File: src/hso_pkg.sv
// Package with constants and types for the high-side output control block.
// Summary of operation
// - Six outputs, each own 10-bit PWM generator.
// - Frequency code picks 108/217/289/434 Hz period.
// - Source code 11 selects internal generator.
// - Constant-current mode limits current for 10ms.
// - Limit select bit picks low or high limit.
// - Enable only while off; timer starts on source.
// - After expiry output follows enable and source.
// - Early clear switches immediately; late set ignored.
// - Overcurrent detection only when on, not constant-current.
// - Regulation disabled at reset; first and group enables.
// - Without regulation, deglitched overcurrent turns output off.
// - With regulation, trip off, retry next period.
// - Overcurrent ignored for 40us after switch-on.
// - First output own settings; group shares one pair.
// - Deglitch starts after blank; code 48/40/32/24us.
// - Supply above 20V forces 10us deglitch.
// - Regulation trip latches status until clear fault.
// - Regulated output on at least blank plus deglitch.
// - Source 00 off, 01 register, 10 external pin.
package hso_pkg;

   localparam int NUM_OUT = 6;
   localparam int CLK_HZ  = 125000000;
   localparam int CLK_MHZ = 125;

   // Register indices.
   localparam logic [3:0] ADDR_FREQ    = 4'h0;
   localparam logic [3:0] ADDR_DUTY0   = 4'h1;
   localparam logic [3:0] ADDR_SOURCE  = 4'h7;
   localparam logic [3:0] ADDR_ONCTL   = 4'h8;
   localparam logic [3:0] ADDR_CCCFG   = 4'h9;
   localparam logic [3:0] ADDR_REG1    = 4'hA;
   localparam logic [3:0] ADDR_REG3    = 4'hB;
   localparam logic [3:0] ADDR_STATUS  = 4'hC;
   localparam logic [3:0] ADDR_CLRFLT  = 4'hD;
   localparam logic [3:0] ADDR_STATE   = 4'hE;

   // Field positions.
   localparam int CC_LIMIT_POS  = 8;
   localparam int REG_EN_POS    = 0;
   localparam int REG_FREQ_POS  = 8;
   localparam int REG_DG_POS    = 10;

   // Control source codes.
   localparam logic [1:0] SRC_OFF = 2'h0;
   localparam logic [1:0] SRC_REG = 2'h1;
   localparam logic [1:0] SRC_PIN = 2'h2;
   localparam logic [1:0] SRC_GEN = 2'h3;

   localparam logic [9:0] DUTY_MAX = 10'h3FE;

   // Generator step length per frequency code, one step is period / 1024.
   localparam int GEN_HZ0 = 108;
   localparam int GEN_HZ1 = 217;
   localparam int GEN_HZ2 = 289;
   localparam int GEN_HZ3 = 434;
   localparam logic [11:0] GEN_STEP0 = 12'(CLK_HZ / (GEN_HZ0 * 1024));
   localparam logic [11:0] GEN_STEP1 = 12'(CLK_HZ / (GEN_HZ1 * 1024));
   localparam logic [11:0] GEN_STEP2 = 12'(CLK_HZ / (GEN_HZ2 * 1024));
   localparam logic [11:0] GEN_STEP3 = 12'(CLK_HZ / (GEN_HZ3 * 1024));

   // Timing figures in their own units and derived cycle counts.
   localparam int CC_TIME_MS  = 10;
   localparam int CC_CYCLES   = CC_TIME_MS * (CLK_HZ / 1000);
   localparam int BLANK_US    = 40;
   localparam logic [12:0] BLANK_CYC = 13'(BLANK_US * CLK_MHZ);
   localparam int DG_US0 = 48;
   localparam int DG_US1 = 40;
   localparam int DG_US2 = 32;
   localparam int DG_US3 = 24;
   localparam int DG_US_HV = 10;
   localparam logic [12:0] DG_CYC0   = 13'(DG_US0 * CLK_MHZ);
   localparam logic [12:0] DG_CYC1   = 13'(DG_US1 * CLK_MHZ);
   localparam logic [12:0] DG_CYC2   = 13'(DG_US2 * CLK_MHZ);
   localparam logic [12:0] DG_CYC3   = 13'(DG_US3 * CLK_MHZ);
   localparam logic [12:0] DG_CYC_HV = 13'(DG_US_HV * CLK_MHZ);

   // Regulation period figures, per frequency code.
   localparam int RP_US0 = 10000;
   localparam int RP_US1 = 5000;
   localparam int RP_US2 = 2500;
   localparam int RP_US3 = 1250;
   localparam int RP_CYC0 = RP_US0 * CLK_MHZ;
   localparam int RP_CYC1 = RP_US1 * CLK_MHZ;
   localparam int RP_CYC2 = RP_US2 * CLK_MHZ;
   localparam int RP_CYC3 = RP_US3 * CLK_MHZ;

   typedef enum logic [1:0] {
      ST_OFF,
      ST_CC,
      ST_RUN,
      ST_TRIPPED
   } hso_state_t;

   // Register bus request.
   typedef struct packed {
      logic        wr;
      logic        rd;
      logic [3:0]  addr;
      logic [15:0] wdata;
   } hso_bus_t;

   // Per-output drive and status.
   typedef struct packed {
      logic [NUM_OUT-1:0] drive;
      logic [NUM_OUT-1:0] ccActive;
      logic [NUM_OUT-1:0] ccLimitHigh;
   } hso_drv_t;

endpackage

File: src/hso_control.sv
// High-side output control: generators, timed current mode, regulation.
`timescale 1ns/1ps
module hso_control #(
   parameter int CC_TIME_CYC = hso_pkg::CC_CYCLES,
   parameter int RP_SCALE    = 1
) (
   // Clock and reset.
   input  wire logic              clock,
   input  wire logic              srst,
   // Register port.
   input  wire hso_pkg::hso_bus_t bus,
   output      logic [15:0]       rdata,
   // Analog status and external pin.
   input  wire logic [5:0]        overcurrent,
   input  wire logic              supplyHigh,
   input  wire logic              externalPwmPin,
   // Driver controls.
   output      hso_pkg::hso_drv_t drv
);

   ////////////////////////////////////////////////////////////////////////
   // Helper functions.

   // Generator step length for a frequency code.
   function automatic logic [11:0] genStep(input logic [1:0] code);
      case (code)
         2'h0: genStep = hso_pkg::GEN_STEP0;
         2'h1: genStep = hso_pkg::GEN_STEP1;
         2'h2: genStep = hso_pkg::GEN_STEP2;
         default: genStep = hso_pkg::GEN_STEP3;
      endcase
   endfunction

   // Deglitch length for a code, forced short on high supply.
   function automatic logic [12:0] dgLen(input logic [1:0] code,
                                         input logic hv);
      if (hv) begin
         dgLen = hso_pkg::DG_CYC_HV;
      end else begin
         case (code)
            2'h0: dgLen = hso_pkg::DG_CYC0;
            2'h1: dgLen = hso_pkg::DG_CYC1;
            2'h2: dgLen = hso_pkg::DG_CYC2;
            default: dgLen = hso_pkg::DG_CYC3;
         endcase
      end
   endfunction

   // Regulation period length for a code.
   function automatic logic [23:0] rpLen(input logic [1:0] code);
      int v;
      v = 0;
      case (code)
         2'h0: v = hso_pkg::RP_CYC0 / RP_SCALE;
         2'h1: v = hso_pkg::RP_CYC1 / RP_SCALE;
         2'h2: v = hso_pkg::RP_CYC2 / RP_SCALE;
         default: v = hso_pkg::RP_CYC3 / RP_SCALE;
      endcase
      rpLen = 24'(v);
   endfunction

   ////////////////////////////////////////////////////////////////////////
   // Registers.

   logic [11:0] freqSel_q;
   logic [9:0]  duty_q [6];
   logic [11:0] source_q;
   logic [5:0]  onBit_q;
   logic [5:0]  ccEn_q;
   logic [5:0]  ccLimit_q;
   logic        firstRegEn_q;
   logic [1:0]  firstFreq_q;
   logic [1:0]  firstDg_q;
   logic [4:0]  groupRegEn_q;
   logic [1:0]  groupFreq_q;
   logic [1:0]  groupDg_q;
   logic [5:0]  tripStat_q;
   logic [15:0] rdata_q;
   hso_pkg::hso_state_t st_q [6];
   logic [5:0]  tripEvent;
   logic [5:0]  ccLateSet;

   wire wrSrc  = bus.wr && bus.addr == hso_pkg::ADDR_SOURCE;
   wire wrCc   = bus.wr && bus.addr == hso_pkg::ADDR_CCCFG;
   wire clrFlt = bus.wr && bus.addr == hso_pkg::ADDR_CLRFLT
                 && bus.wdata[0];

   always_ff @(posedge clock) begin
      if (srst) begin
         freqSel_q    <= 12'h000;
         source_q     <= 12'h000;
         onBit_q      <= 6'h00;
         ccLimit_q    <= 6'h00;
         firstRegEn_q <= 1'b0;
         firstFreq_q  <= 2'h0;
         firstDg_q    <= 2'h0;
         groupRegEn_q <= 5'h00;
         groupFreq_q  <= 2'h0;
         groupDg_q    <= 2'h0;
         for (int i = 0; i < 6; i++) begin
            duty_q[i] <= 10'h000;
         end
      end else if (bus.wr) begin
         if (bus.addr == hso_pkg::ADDR_FREQ) begin
            freqSel_q <= bus.wdata[11:0];
         end else if (bus.addr >= hso_pkg::ADDR_DUTY0
                      && bus.addr < hso_pkg::ADDR_SOURCE) begin
            duty_q[3'(bus.addr - hso_pkg::ADDR_DUTY0)] <= bus.wdata[9:0];
         end else if (bus.addr == hso_pkg::ADDR_SOURCE) begin
            source_q <= bus.wdata[11:0];
         end else if (bus.addr == hso_pkg::ADDR_ONCTL) begin
            onBit_q <= bus.wdata[5:0];
         end else if (bus.addr == hso_pkg::ADDR_CCCFG) begin
            ccLimit_q <= bus.wdata[hso_pkg::CC_LIMIT_POS +: 6];
         end else if (bus.addr == hso_pkg::ADDR_REG1) begin
            firstRegEn_q <= bus.wdata[hso_pkg::REG_EN_POS];
            firstFreq_q  <= bus.wdata[hso_pkg::REG_FREQ_POS +: 2];
            firstDg_q    <= bus.wdata[hso_pkg::REG_DG_POS +: 2];
         end else if (bus.addr == hso_pkg::ADDR_REG3) begin
            groupRegEn_q <= bus.wdata[hso_pkg::REG_EN_POS +: 5];
            groupFreq_q  <= bus.wdata[hso_pkg::REG_FREQ_POS +: 2];
            groupDg_q    <= bus.wdata[hso_pkg::REG_DG_POS +: 2];
         end
      end
   end

   // Constant-current enable: taken only while the output is off.
   always_ff @(posedge clock) begin
      if (srst) begin
         ccEn_q <= 6'h00;
      end else begin
         for (int i = 0; i < 6; i++) begin
            if (wrCc) begin
               ccEn_q[i] <= bus.wdata[i] && (st_q[i] == hso_pkg::ST_OFF
                            || ccEn_q[i]);
            end else if (ccLateSet[i]) begin
               ccEn_q[i] <= 1'b0;
            end
         end
      end
   end

   // Trip status: set wins over clear.
   always_ff @(posedge clock) begin
      if (srst) begin
         tripStat_q <= 6'h00;
      end else begin
         tripStat_q <= (clrFlt ? 6'h00 : tripStat_q) | tripEvent;
      end
   end

   // Read data one cycle after the strobe.
   always_ff @(posedge clock) begin
      if (srst) begin
         rdata_q <= 16'h0000;
      end else if (bus.rd) begin
         if (bus.addr == hso_pkg::ADDR_FREQ) begin
            rdata_q <= {4'h0, freqSel_q};
         end else if (bus.addr >= hso_pkg::ADDR_DUTY0
                      && bus.addr < hso_pkg::ADDR_SOURCE) begin
            rdata_q <= {6'h00, duty_q[3'(bus.addr - hso_pkg::ADDR_DUTY0)]};
         end else if (bus.addr == hso_pkg::ADDR_SOURCE) begin
            rdata_q <= {4'h0, source_q};
         end else if (bus.addr == hso_pkg::ADDR_ONCTL) begin
            rdata_q <= {10'h000, onBit_q};
         end else if (bus.addr == hso_pkg::ADDR_CCCFG) begin
            rdata_q <= {2'h0, ccLimit_q, 2'h0, ccEn_q};
         end else if (bus.addr == hso_pkg::ADDR_REG1) begin
            rdata_q <= {4'h0, firstDg_q, firstFreq_q, 7'h00, firstRegEn_q};
         end else if (bus.addr == hso_pkg::ADDR_REG3) begin
            rdata_q <= {4'h0, groupDg_q, groupFreq_q, 3'h0, groupRegEn_q};
         end else if (bus.addr == hso_pkg::ADDR_STATUS) begin
            rdata_q <= {10'h000, tripStat_q};
         end else if (bus.addr == hso_pkg::ADDR_STATE) begin
            rdata_q <= {4'h0, 2'(st_q[5]), 2'(st_q[4]), 2'(st_q[3]),
                        2'(st_q[2]), 2'(st_q[1]), 2'(st_q[0])};
         end else begin
            rdata_q <= 16'h0000;
         end
      end
   end
   assign rdata = rdata_q;

   ////////////////////////////////////////////////////////////////////////
   // Per-output logic.

   logic [5:0] drive_q;
   logic [5:0] ccAct_q;

   for (genvar g = 0; g < 6; g++) begin : gOut
      logic [11:0] stepCnt_q;
      logic [9:0]  phase_q;
      logic        genOn_q;
      logic [23:0] ccCnt_q;
      logic [12:0] tmr_q;
      logic        blank_q;
      logic [23:0] rpCnt_q;
      logic [1:0]  src;
      logic        regEn;
      logic [1:0]  rfreq;
      logic [1:0]  rdg;
      logic        cmdOn;
      logic        periodEnd;
      logic        onNow;

      assign src   = source_q[2*g +: 2];
      assign regEn = (g == 0) ? firstRegEn_q : groupRegEn_q[(g == 0) ? 0 : g-1];
      assign rfreq = (g == 0) ? firstFreq_q : groupFreq_q;
      assign rdg   = (g == 0) ? firstDg_q : groupDg_q;
      // Command from the selected source.
      assign cmdOn = (src == hso_pkg::SRC_REG) ? onBit_q[g]
                   : (src == hso_pkg::SRC_PIN) ? externalPwmPin
                   : (src == hso_pkg::SRC_GEN) ? genOn_q : 1'b0;
      assign periodEnd = rpCnt_q >= rpLen(rfreq) - 24'h1;
      assign onNow = (st_q[g] == hso_pkg::ST_RUN) && cmdOn;
      assign ccLateSet[g] = st_q[g] == hso_pkg::ST_CC
                            && ccCnt_q >= 24'(CC_TIME_CYC - 1);
      assign tripEvent[g] = onNow && !blank_q && overcurrent[g]
                            && tmr_q >= dgLen(rdg, supplyHigh) - 13'h1
                            && regEn;

      // Internal generator: 1024 steps per period.
      always_ff @(posedge clock) begin
         if (srst) begin
            stepCnt_q <= 12'h000;
            phase_q   <= 10'h000;
            genOn_q   <= 1'b0;
         end else begin
            if (stepCnt_q >= genStep(freqSel_q[2*g +: 2]) - 12'h1) begin
               stepCnt_q <= 12'h000;
               phase_q   <= phase_q + 10'h001;
            end else begin
               stepCnt_q <= stepCnt_q + 12'h001;
            end
            genOn_q <= phase_q < duty_q[g];
         end
      end

      // Output state machine.
      always_ff @(posedge clock) begin
         if (srst) begin
            st_q[g] <= hso_pkg::ST_OFF;
            ccCnt_q <= 24'h000000;
         end else begin
            case (st_q[g])
               hso_pkg::ST_OFF: begin
                  ccCnt_q <= 24'h000000;
                  if (wrSrc && bus.wdata[2*g +: 2] != 2'h0
                      && ccEn_q[g]) begin
                     st_q[g] <= hso_pkg::ST_CC;
                  end else if (src != 2'h0) begin
                     st_q[g] <= hso_pkg::ST_RUN;
                  end
               end
               hso_pkg::ST_CC: begin
                  ccCnt_q <= ccCnt_q + 24'h000001;
                  if (src == 2'h0) begin
                     st_q[g] <= hso_pkg::ST_OFF;
                  end else if (!ccEn_q[g] || ccLateSet[g]) begin
                     st_q[g] <= hso_pkg::ST_RUN;
                  end
               end
               hso_pkg::ST_RUN: begin
                  if (src == 2'h0) begin
                     st_q[g] <= hso_pkg::ST_OFF;
                  end else if (onNow && !blank_q && overcurrent[g]
                        && tmr_q >= dgLen(rdg, supplyHigh) - 13'h1) begin
                     st_q[g] <= hso_pkg::ST_TRIPPED;
                  end
               end
               default: begin
                  if (src == 2'h0) begin
                     st_q[g] <= hso_pkg::ST_OFF;
                  end else if (regEn && periodEnd) begin
                     st_q[g] <= hso_pkg::ST_RUN;
                  end else if (!regEn && clrFlt) begin
                     st_q[g] <= hso_pkg::ST_OFF;
                  end
               end
            endcase
         end
      end

      // Blank then deglitch timing; re-armed at each switch-on.
      always_ff @(posedge clock) begin
         if (srst) begin
            tmr_q   <= 13'h0000;
            blank_q <= 1'b1;
         end else if (!onNow) begin
            tmr_q   <= 13'h0000;
            blank_q <= 1'b1;
         end else if (blank_q) begin
            if (tmr_q >= hso_pkg::BLANK_CYC - 13'h1) begin
               blank_q <= 1'b0;
               tmr_q   <= 13'h0000;
            end else begin
               tmr_q <= tmr_q + 13'h0001;
            end
         end else if (overcurrent[g]) begin
            tmr_q <= tmr_q + 13'h0001;
         end else begin
            tmr_q <= 13'h0000;
         end
      end

      // Regulation period counter.
      always_ff @(posedge clock) begin
         if (srst || periodEnd) begin
            rpCnt_q <= 24'h000000;
         end else begin
            rpCnt_q <= rpCnt_q + 24'h000001;
         end
      end

      always_ff @(posedge clock) begin
         if (srst) begin
            drive_q[g] <= 1'b0;
            ccAct_q[g] <= 1'b0;
         end else begin
            drive_q[g] <= onNow || st_q[g] == hso_pkg::ST_CC;
            ccAct_q[g] <= st_q[g] == hso_pkg::ST_CC;
         end
      end
   end

   assign drv.drive       = drive_q;
   assign drv.ccActive    = ccAct_q;
   assign drv.ccLimitHigh = ccLimit_q;

endmodule

File: config.mk
export PLATFORM = sky130hd
export DESIGN_NAME = hso_control
export DESIGN_NICKNAME = d
export VERILOG_FILES = /design/src/hso_pkg.sv /design/src/hso_control.sv
export SDC_FILE = /design/constraint.sdc
export NUM_CORES = 2
export LEC_CHECK = 0
export ABC_AREA = 1
export BUFFER_PORTS_ARGS = -buffer_cell sky130_fd_sc_hd__clkbuf_2
export CAP_MARGIN = 30
export CORE_ASPECT_RATIO = 1.2
export CORE_MARGIN = 3
export CORE_UTILIZATION = 40
export DETAILED_ROUTE_END_ITERATION = 16
export PLACE_DENSITY = 0.57
export SLEW_MARGIN = 20
export SYNTH_ARGS = -nofsm -noshare
export SYNTH_HDL_FRONTEND = slang
export SYNTH_SLANG_ARGS = --single-unit
File: constraint.sdc
create_clock -name clock -period 5.18 [get_ports clock]
set_input_delay 1.036 -clock clock [delete_from_list [all_inputs] [get_ports clock]]
set_output_delay 1.036 -clock clock [all_outputs]
set_load 0.1 [all_outputs]
---- Word level (Yosys, flattened, before mapping) ----
Memories as Yosys holds them, arrays and structs flattened.
Index checks and enable logic that the tools add are counted.
storage, ports and cells
  bits in registers ....................... 600
  bits in latches ......................... 0
  memory bits (writable) .................. 72
  bits in read-only memories .............. 0
  input port bits ......................... 32
  output and inout port bits .............. 34
  memories ................................ 2
operators by class
  add/subtract/negate cells ............... 47
  multiply operators ...................... 0
  divide/modulo/power cells ............... 0
  $lt $le $gt $ge ......................... 44
  eq/ne operators ......................... 58
  shift-type cells ........................ 0
  muxes and demuxes ....................... 416
  bitwise logic cells ..................... 67
  reduce and logical (&&, ||, !) cells .... 191
memory list
  name    words  width  read ports  clocked after memory_dff  wr ports  line               RTL
  duty_q  6      10     7           0                         6         hso_control.sv:66  logic [9:0] duty_q [6];
  st_q    6      2      6           0                         6         hso_control.sv:79  hso_pkg::hso_state_t st_q [6];
operators by type and width
  kind                                                                                   count
  13-bit 2-to-1 mux                                                                      38
  1-bit 2-to-1 mux                                                                       290
  24-bit by 1-bit adder with 24-bit output, second input constant                        12
  24-bit one-hot mux with 2 select lines                                                 6
  11-bit one-hot mux with 3 select lines                                                 6
  13-bit greater-or-equal comparator                                                     12
  24-bit by 21-bit greater-or-equal comparator with 1-bit output, second input constant  6
  24-bit greater-or-equal comparator                                                     6
  21-bit one-hot mux with 3 select lines                                                 2
  12-bit 2-to-1 mux                                                                      10
  2-bit 2-to-1 mux                                                                       54
  13-bit by 1-bit subtractor with 13-bit output, second input constant                   8
  13-bit by 1-bit adder with 13-bit output, second input constant                        6
  13-bit greater-or-equal comparator, second input constant                              6
  13-bit one-hot mux with 3 select lines                                                 2
  1-bit logical AND                                                                      77
  12-bit by 1-bit adder with 12-bit output, second input constant                        6
  12-bit greater-or-equal comparator                                                     6
  12-bit by 1-bit subtractor with 12-bit output, second input constant                   6
  14-bit 2-to-1 mux                                                                      5
  10-bit by 1-bit adder with 10-bit output, second input constant                        6
  10-bit less-than comparator                                                            6
  2-bit == test, second input constant                                                   28
  1-bit OR                                                                               54
  other kinds (26)                                                                       165

---- Logic depth before layout (Yosys ltp) ----
  depth in word-level cells ............... 18
  depth in mapped cells ................... 17
  gate-level depth less buffers ........... 15

---- Worst setup path after synthesis ----
No wires, ideal clock.
  path kind ............................... input-to-reg
  start point ............................. input port bus[16] in the netlist's numbering
  end point ............................... memory duty_q[4][0], enable pin
  data arrival time ....................... 3.488 ns
  path slack .............................. 1.301 ns
  cell stages on the path ................. 15
  path through ............................ buf_2 clkinv_1 buf_2 buf_2 ha_1 inv_1 nor2_1 inv_1 nor2_2 nor3_2 inv_2 nor2_4 o21ai_1 inv_1 o21ai_0
RTL lines
  element             line               RTL
  start: declaration  hso_control.sv:11  input wire hso_pkg::hso_bus_t bus,
  end: declaration    hso_control.sv:66

==> impl_results.md <==
- Detailed Route Iter0 Violations: 2034
- Share of layout cells above drive strength 1: 0.05160
- Finished Core Util: 0.4515
- Worst setup path startpoint: bus[16]
- Buffers on Ports: 61
- Gr ovfl total: 0
- Die area: 102500 sq um
- Max-cap violations: 0
- Register Area: 14730 sq um
- Predominant post-synthesis flop cell: dfxtp_1
- Post-CTS setup buffers: 0
- Max FO, Critical Path: 20
- Die X: 292.7 um
- H-tree depth: 3
- Core region area: 97280 sq um
- CP Launch Type: primary input
- Synth Cell Area: 39460 sq um
- Routed length per instance: 15.52 um
- Yosys reg bits: 690
- Root buffer cell: clkbuf_16
- Leakage: 17.75 nW
- Worst Skew: 27.53 ps
- Final Hold Fails: 0
- CTS tree: built
- Via count: 34620
- Largest area contributor in the netlist: dfxtp_1
- Die span in y: 350.1 um
- Overall Power: 12.19 mW
- Hold WS: 449.4 ps
- Worst r2r src: gOut[1].rdg[0]
- Fillers: 9993
- Synth top area share: 0.3034
- Post-CTS Hold Buffers: 0
- CTS resizes: 0
- Ys async rst share: 0
- Initial antenna violation count: 8
- Most frequent cell after synthesis: nand2_1
- Io pins: 66
- DRC viols: 0
- Max-slew violation count: 0
- Cell area after placement: 41230 sq um
- GRT Overall Usage: 0.2001
- Finished Cell Area: 43920 sq um
- Final HPWL DP: 77.89 mm
- Synth-to-layout area growth: 11.30%
- Final WS setup: 1820 ps
- Max-slew headroom: 0.3374
- Crit path required time: 5440 ps
- FMAX: 297.6 MHz
- Final WL: 104.0 mm
- Fin cells: 6701
- Clock latency on the worst-skew pair: 640 ps
- Final period utilization: 0.6486
- Hold Crit Start: gOut[1].stepCnt_q[0]
- Least-Margin Pin Slew: 983.5 ps
- Mean Syn Cell Area: 7.496 sq um
- Peak supply drop: 0.0002051 V
- Worst Path Arrival: 3620 ps
- Number of synthesized flops with an enable pin: 92
- Std cell rows: 125
- Post-route minimum period: 3360 ps
- Netlist cell types: 61
- Synth top area cells: dfxtp_1 30%, ha_1 13%, nand2_1 7.4%
- Setup crit end kind: flop
- Final Wtd Congestion: 0.8635
- Gate Count Post-Synth: 5264
- Post-route ant nets: 0
- Drt via density: 5.166
- Worst-path clk slew: 60 ps
- Setup TNS Final: 0 ps
- Status: finished, final reports clean
- Worst hold path type: flop to flop
- Clock Path Buffers: 3
- YS warnings: 0
- Setup repair after global routing missed its margin: false
- Area of the multi-input gates: 21700 sq um
- Final #Nets: 5795
- Initial core utilization: 0.4056
- Crit path kind: primary input to flop
- CTS sink cnt: 690
- Synth top cells by count: 779 x nand2_1, 741 x nor2_1, 698 x inv_1, 598 x dfxtp_1, 469 x a21oi_1
- Placed instance count: 6546
- First-pass GRT wire length: 167.4 mm
- Num CTS Buffers: 80
- Final setup viols: 0
- Largest net degree at the start of global routing: 68
- Sequential share of the synthesized area: 0.3734
- Pre-CTS setup slack: 1083 ps
- Vias in the first global route: 32450
- DR pass1 iterations: 5
- Power Density: 277.5 nW/um^2
==> area by class of cell <==
type,instances,share of cell area
inverter,713,0.06099
sequential,690,0.3355
tap,1270,0.03618
clock buffer,118,0.05316
antenna,5,0.0002849
timing repair buffer,95,0.01336
clock inverter,25,0.006438
multi-input combinational,3785,0.4941
==> critical path, cell delays in order <==
cell and delay (ps):
clkbuf_2 260, clkinv_1 160, ha_1 550, inv_1 650
nand3_1 190, nor2_1 770
==> power breakdown <==
| part | leakage (nW) | total, mW | internal, mW | switching (mW) |
|---|---|---|---|---|
| registers | 5.68 | 5.63 | 5.52 | 0.101 |
| clock network | 1.29 | 5.66 | 3.33 | 2.33 |
| logic | 10.8 | 0.904 | 0.220 | 0.684 |
| total | 17.7 | 12.2 | 9.07 | 3.12 |
==> metal layers <==
| layer | GRT usage | vias to the layer above | share of wire |
|---|---|---|---|
| li1 | - | 17860 | - |
| met1 | 0.2621 | 15890 | 0.46 |
| met2 | 0.3333 | 687 | 0.45 |
| met3 | 0.03077 | 176 | 0.057 |
| met4 | 0.07536 | 4 | 0.034 |
| met5 | 0 | - | 0.00026 |
==> state kept, by name, summed over array words and instances (netlist names), 5 cells and up <==
signal and flops:
ccEn_q 6, gOut.phase_q 60, rdata 14, gOut.genOn_q 6, duty_q 80, freqSel_q 12, st_q 12, ccLimit_q 6
gOut.tmr_q 78, gOut.blank_q 6, gOut.rpCnt_q 144, groupRegEn_q 5, gOut.stepCnt_q 72, tripStat_q 6, source_q 12, gOut.ccCnt_q 144
drv 12, onBit_q 6
==> logic make-up (layout without fill, tap and decap cells) <==
kind of cell | Yosys count | after routing | share of synthesized area
xor gates and xnor gates | 169 | 169 | 0.03751
AOI/OAI and AO/OA | 963 | 963 | 0.1356
and+or+nand+nor | 2235 | 2235 | 0.2488
DFF | 690 | 690 | 0.3734
buffers and inverters | 807 | 951 | 0.07838
other | 2 | 25 | 0.0001903
adders and majority gates | 398 | 398 | 0.1262
==> cells in the final DEF (no fill, tap or decap), types with 20 or more instances in the layout <==
cell type and count:
a21oi_1 469, nor4_1 48, o21ai_0 296, nor3_1 151, nand2_1 779, conb_1 20
nor2_1 741, xor2_1 109, buf_4 30, nor3b_1 50, o211ai_1 46, a31oi_1 23
nand3b_1 21, xnor2_1 60, inv_1 698, ha_1 398, clkbuf_2 60, clkbuf_16 80
nand4_1 110, nand3_1 265, edfxtp_1 92, dfxtp_1 598
==> path summary, 6_finish.rpt <==
path	endpoint	slack, ps	cells after the start
setup / recovery	duty_q[7][3]	1820	6
hold / removal	gOut[1].stepCnt_q[0]	450	1
setup reg to reg	st_q[3][0]	1880	12
hold reg to reg	gOut[1].stepCnt_q[0]	450	1
(Power assumes the default switching activity.)
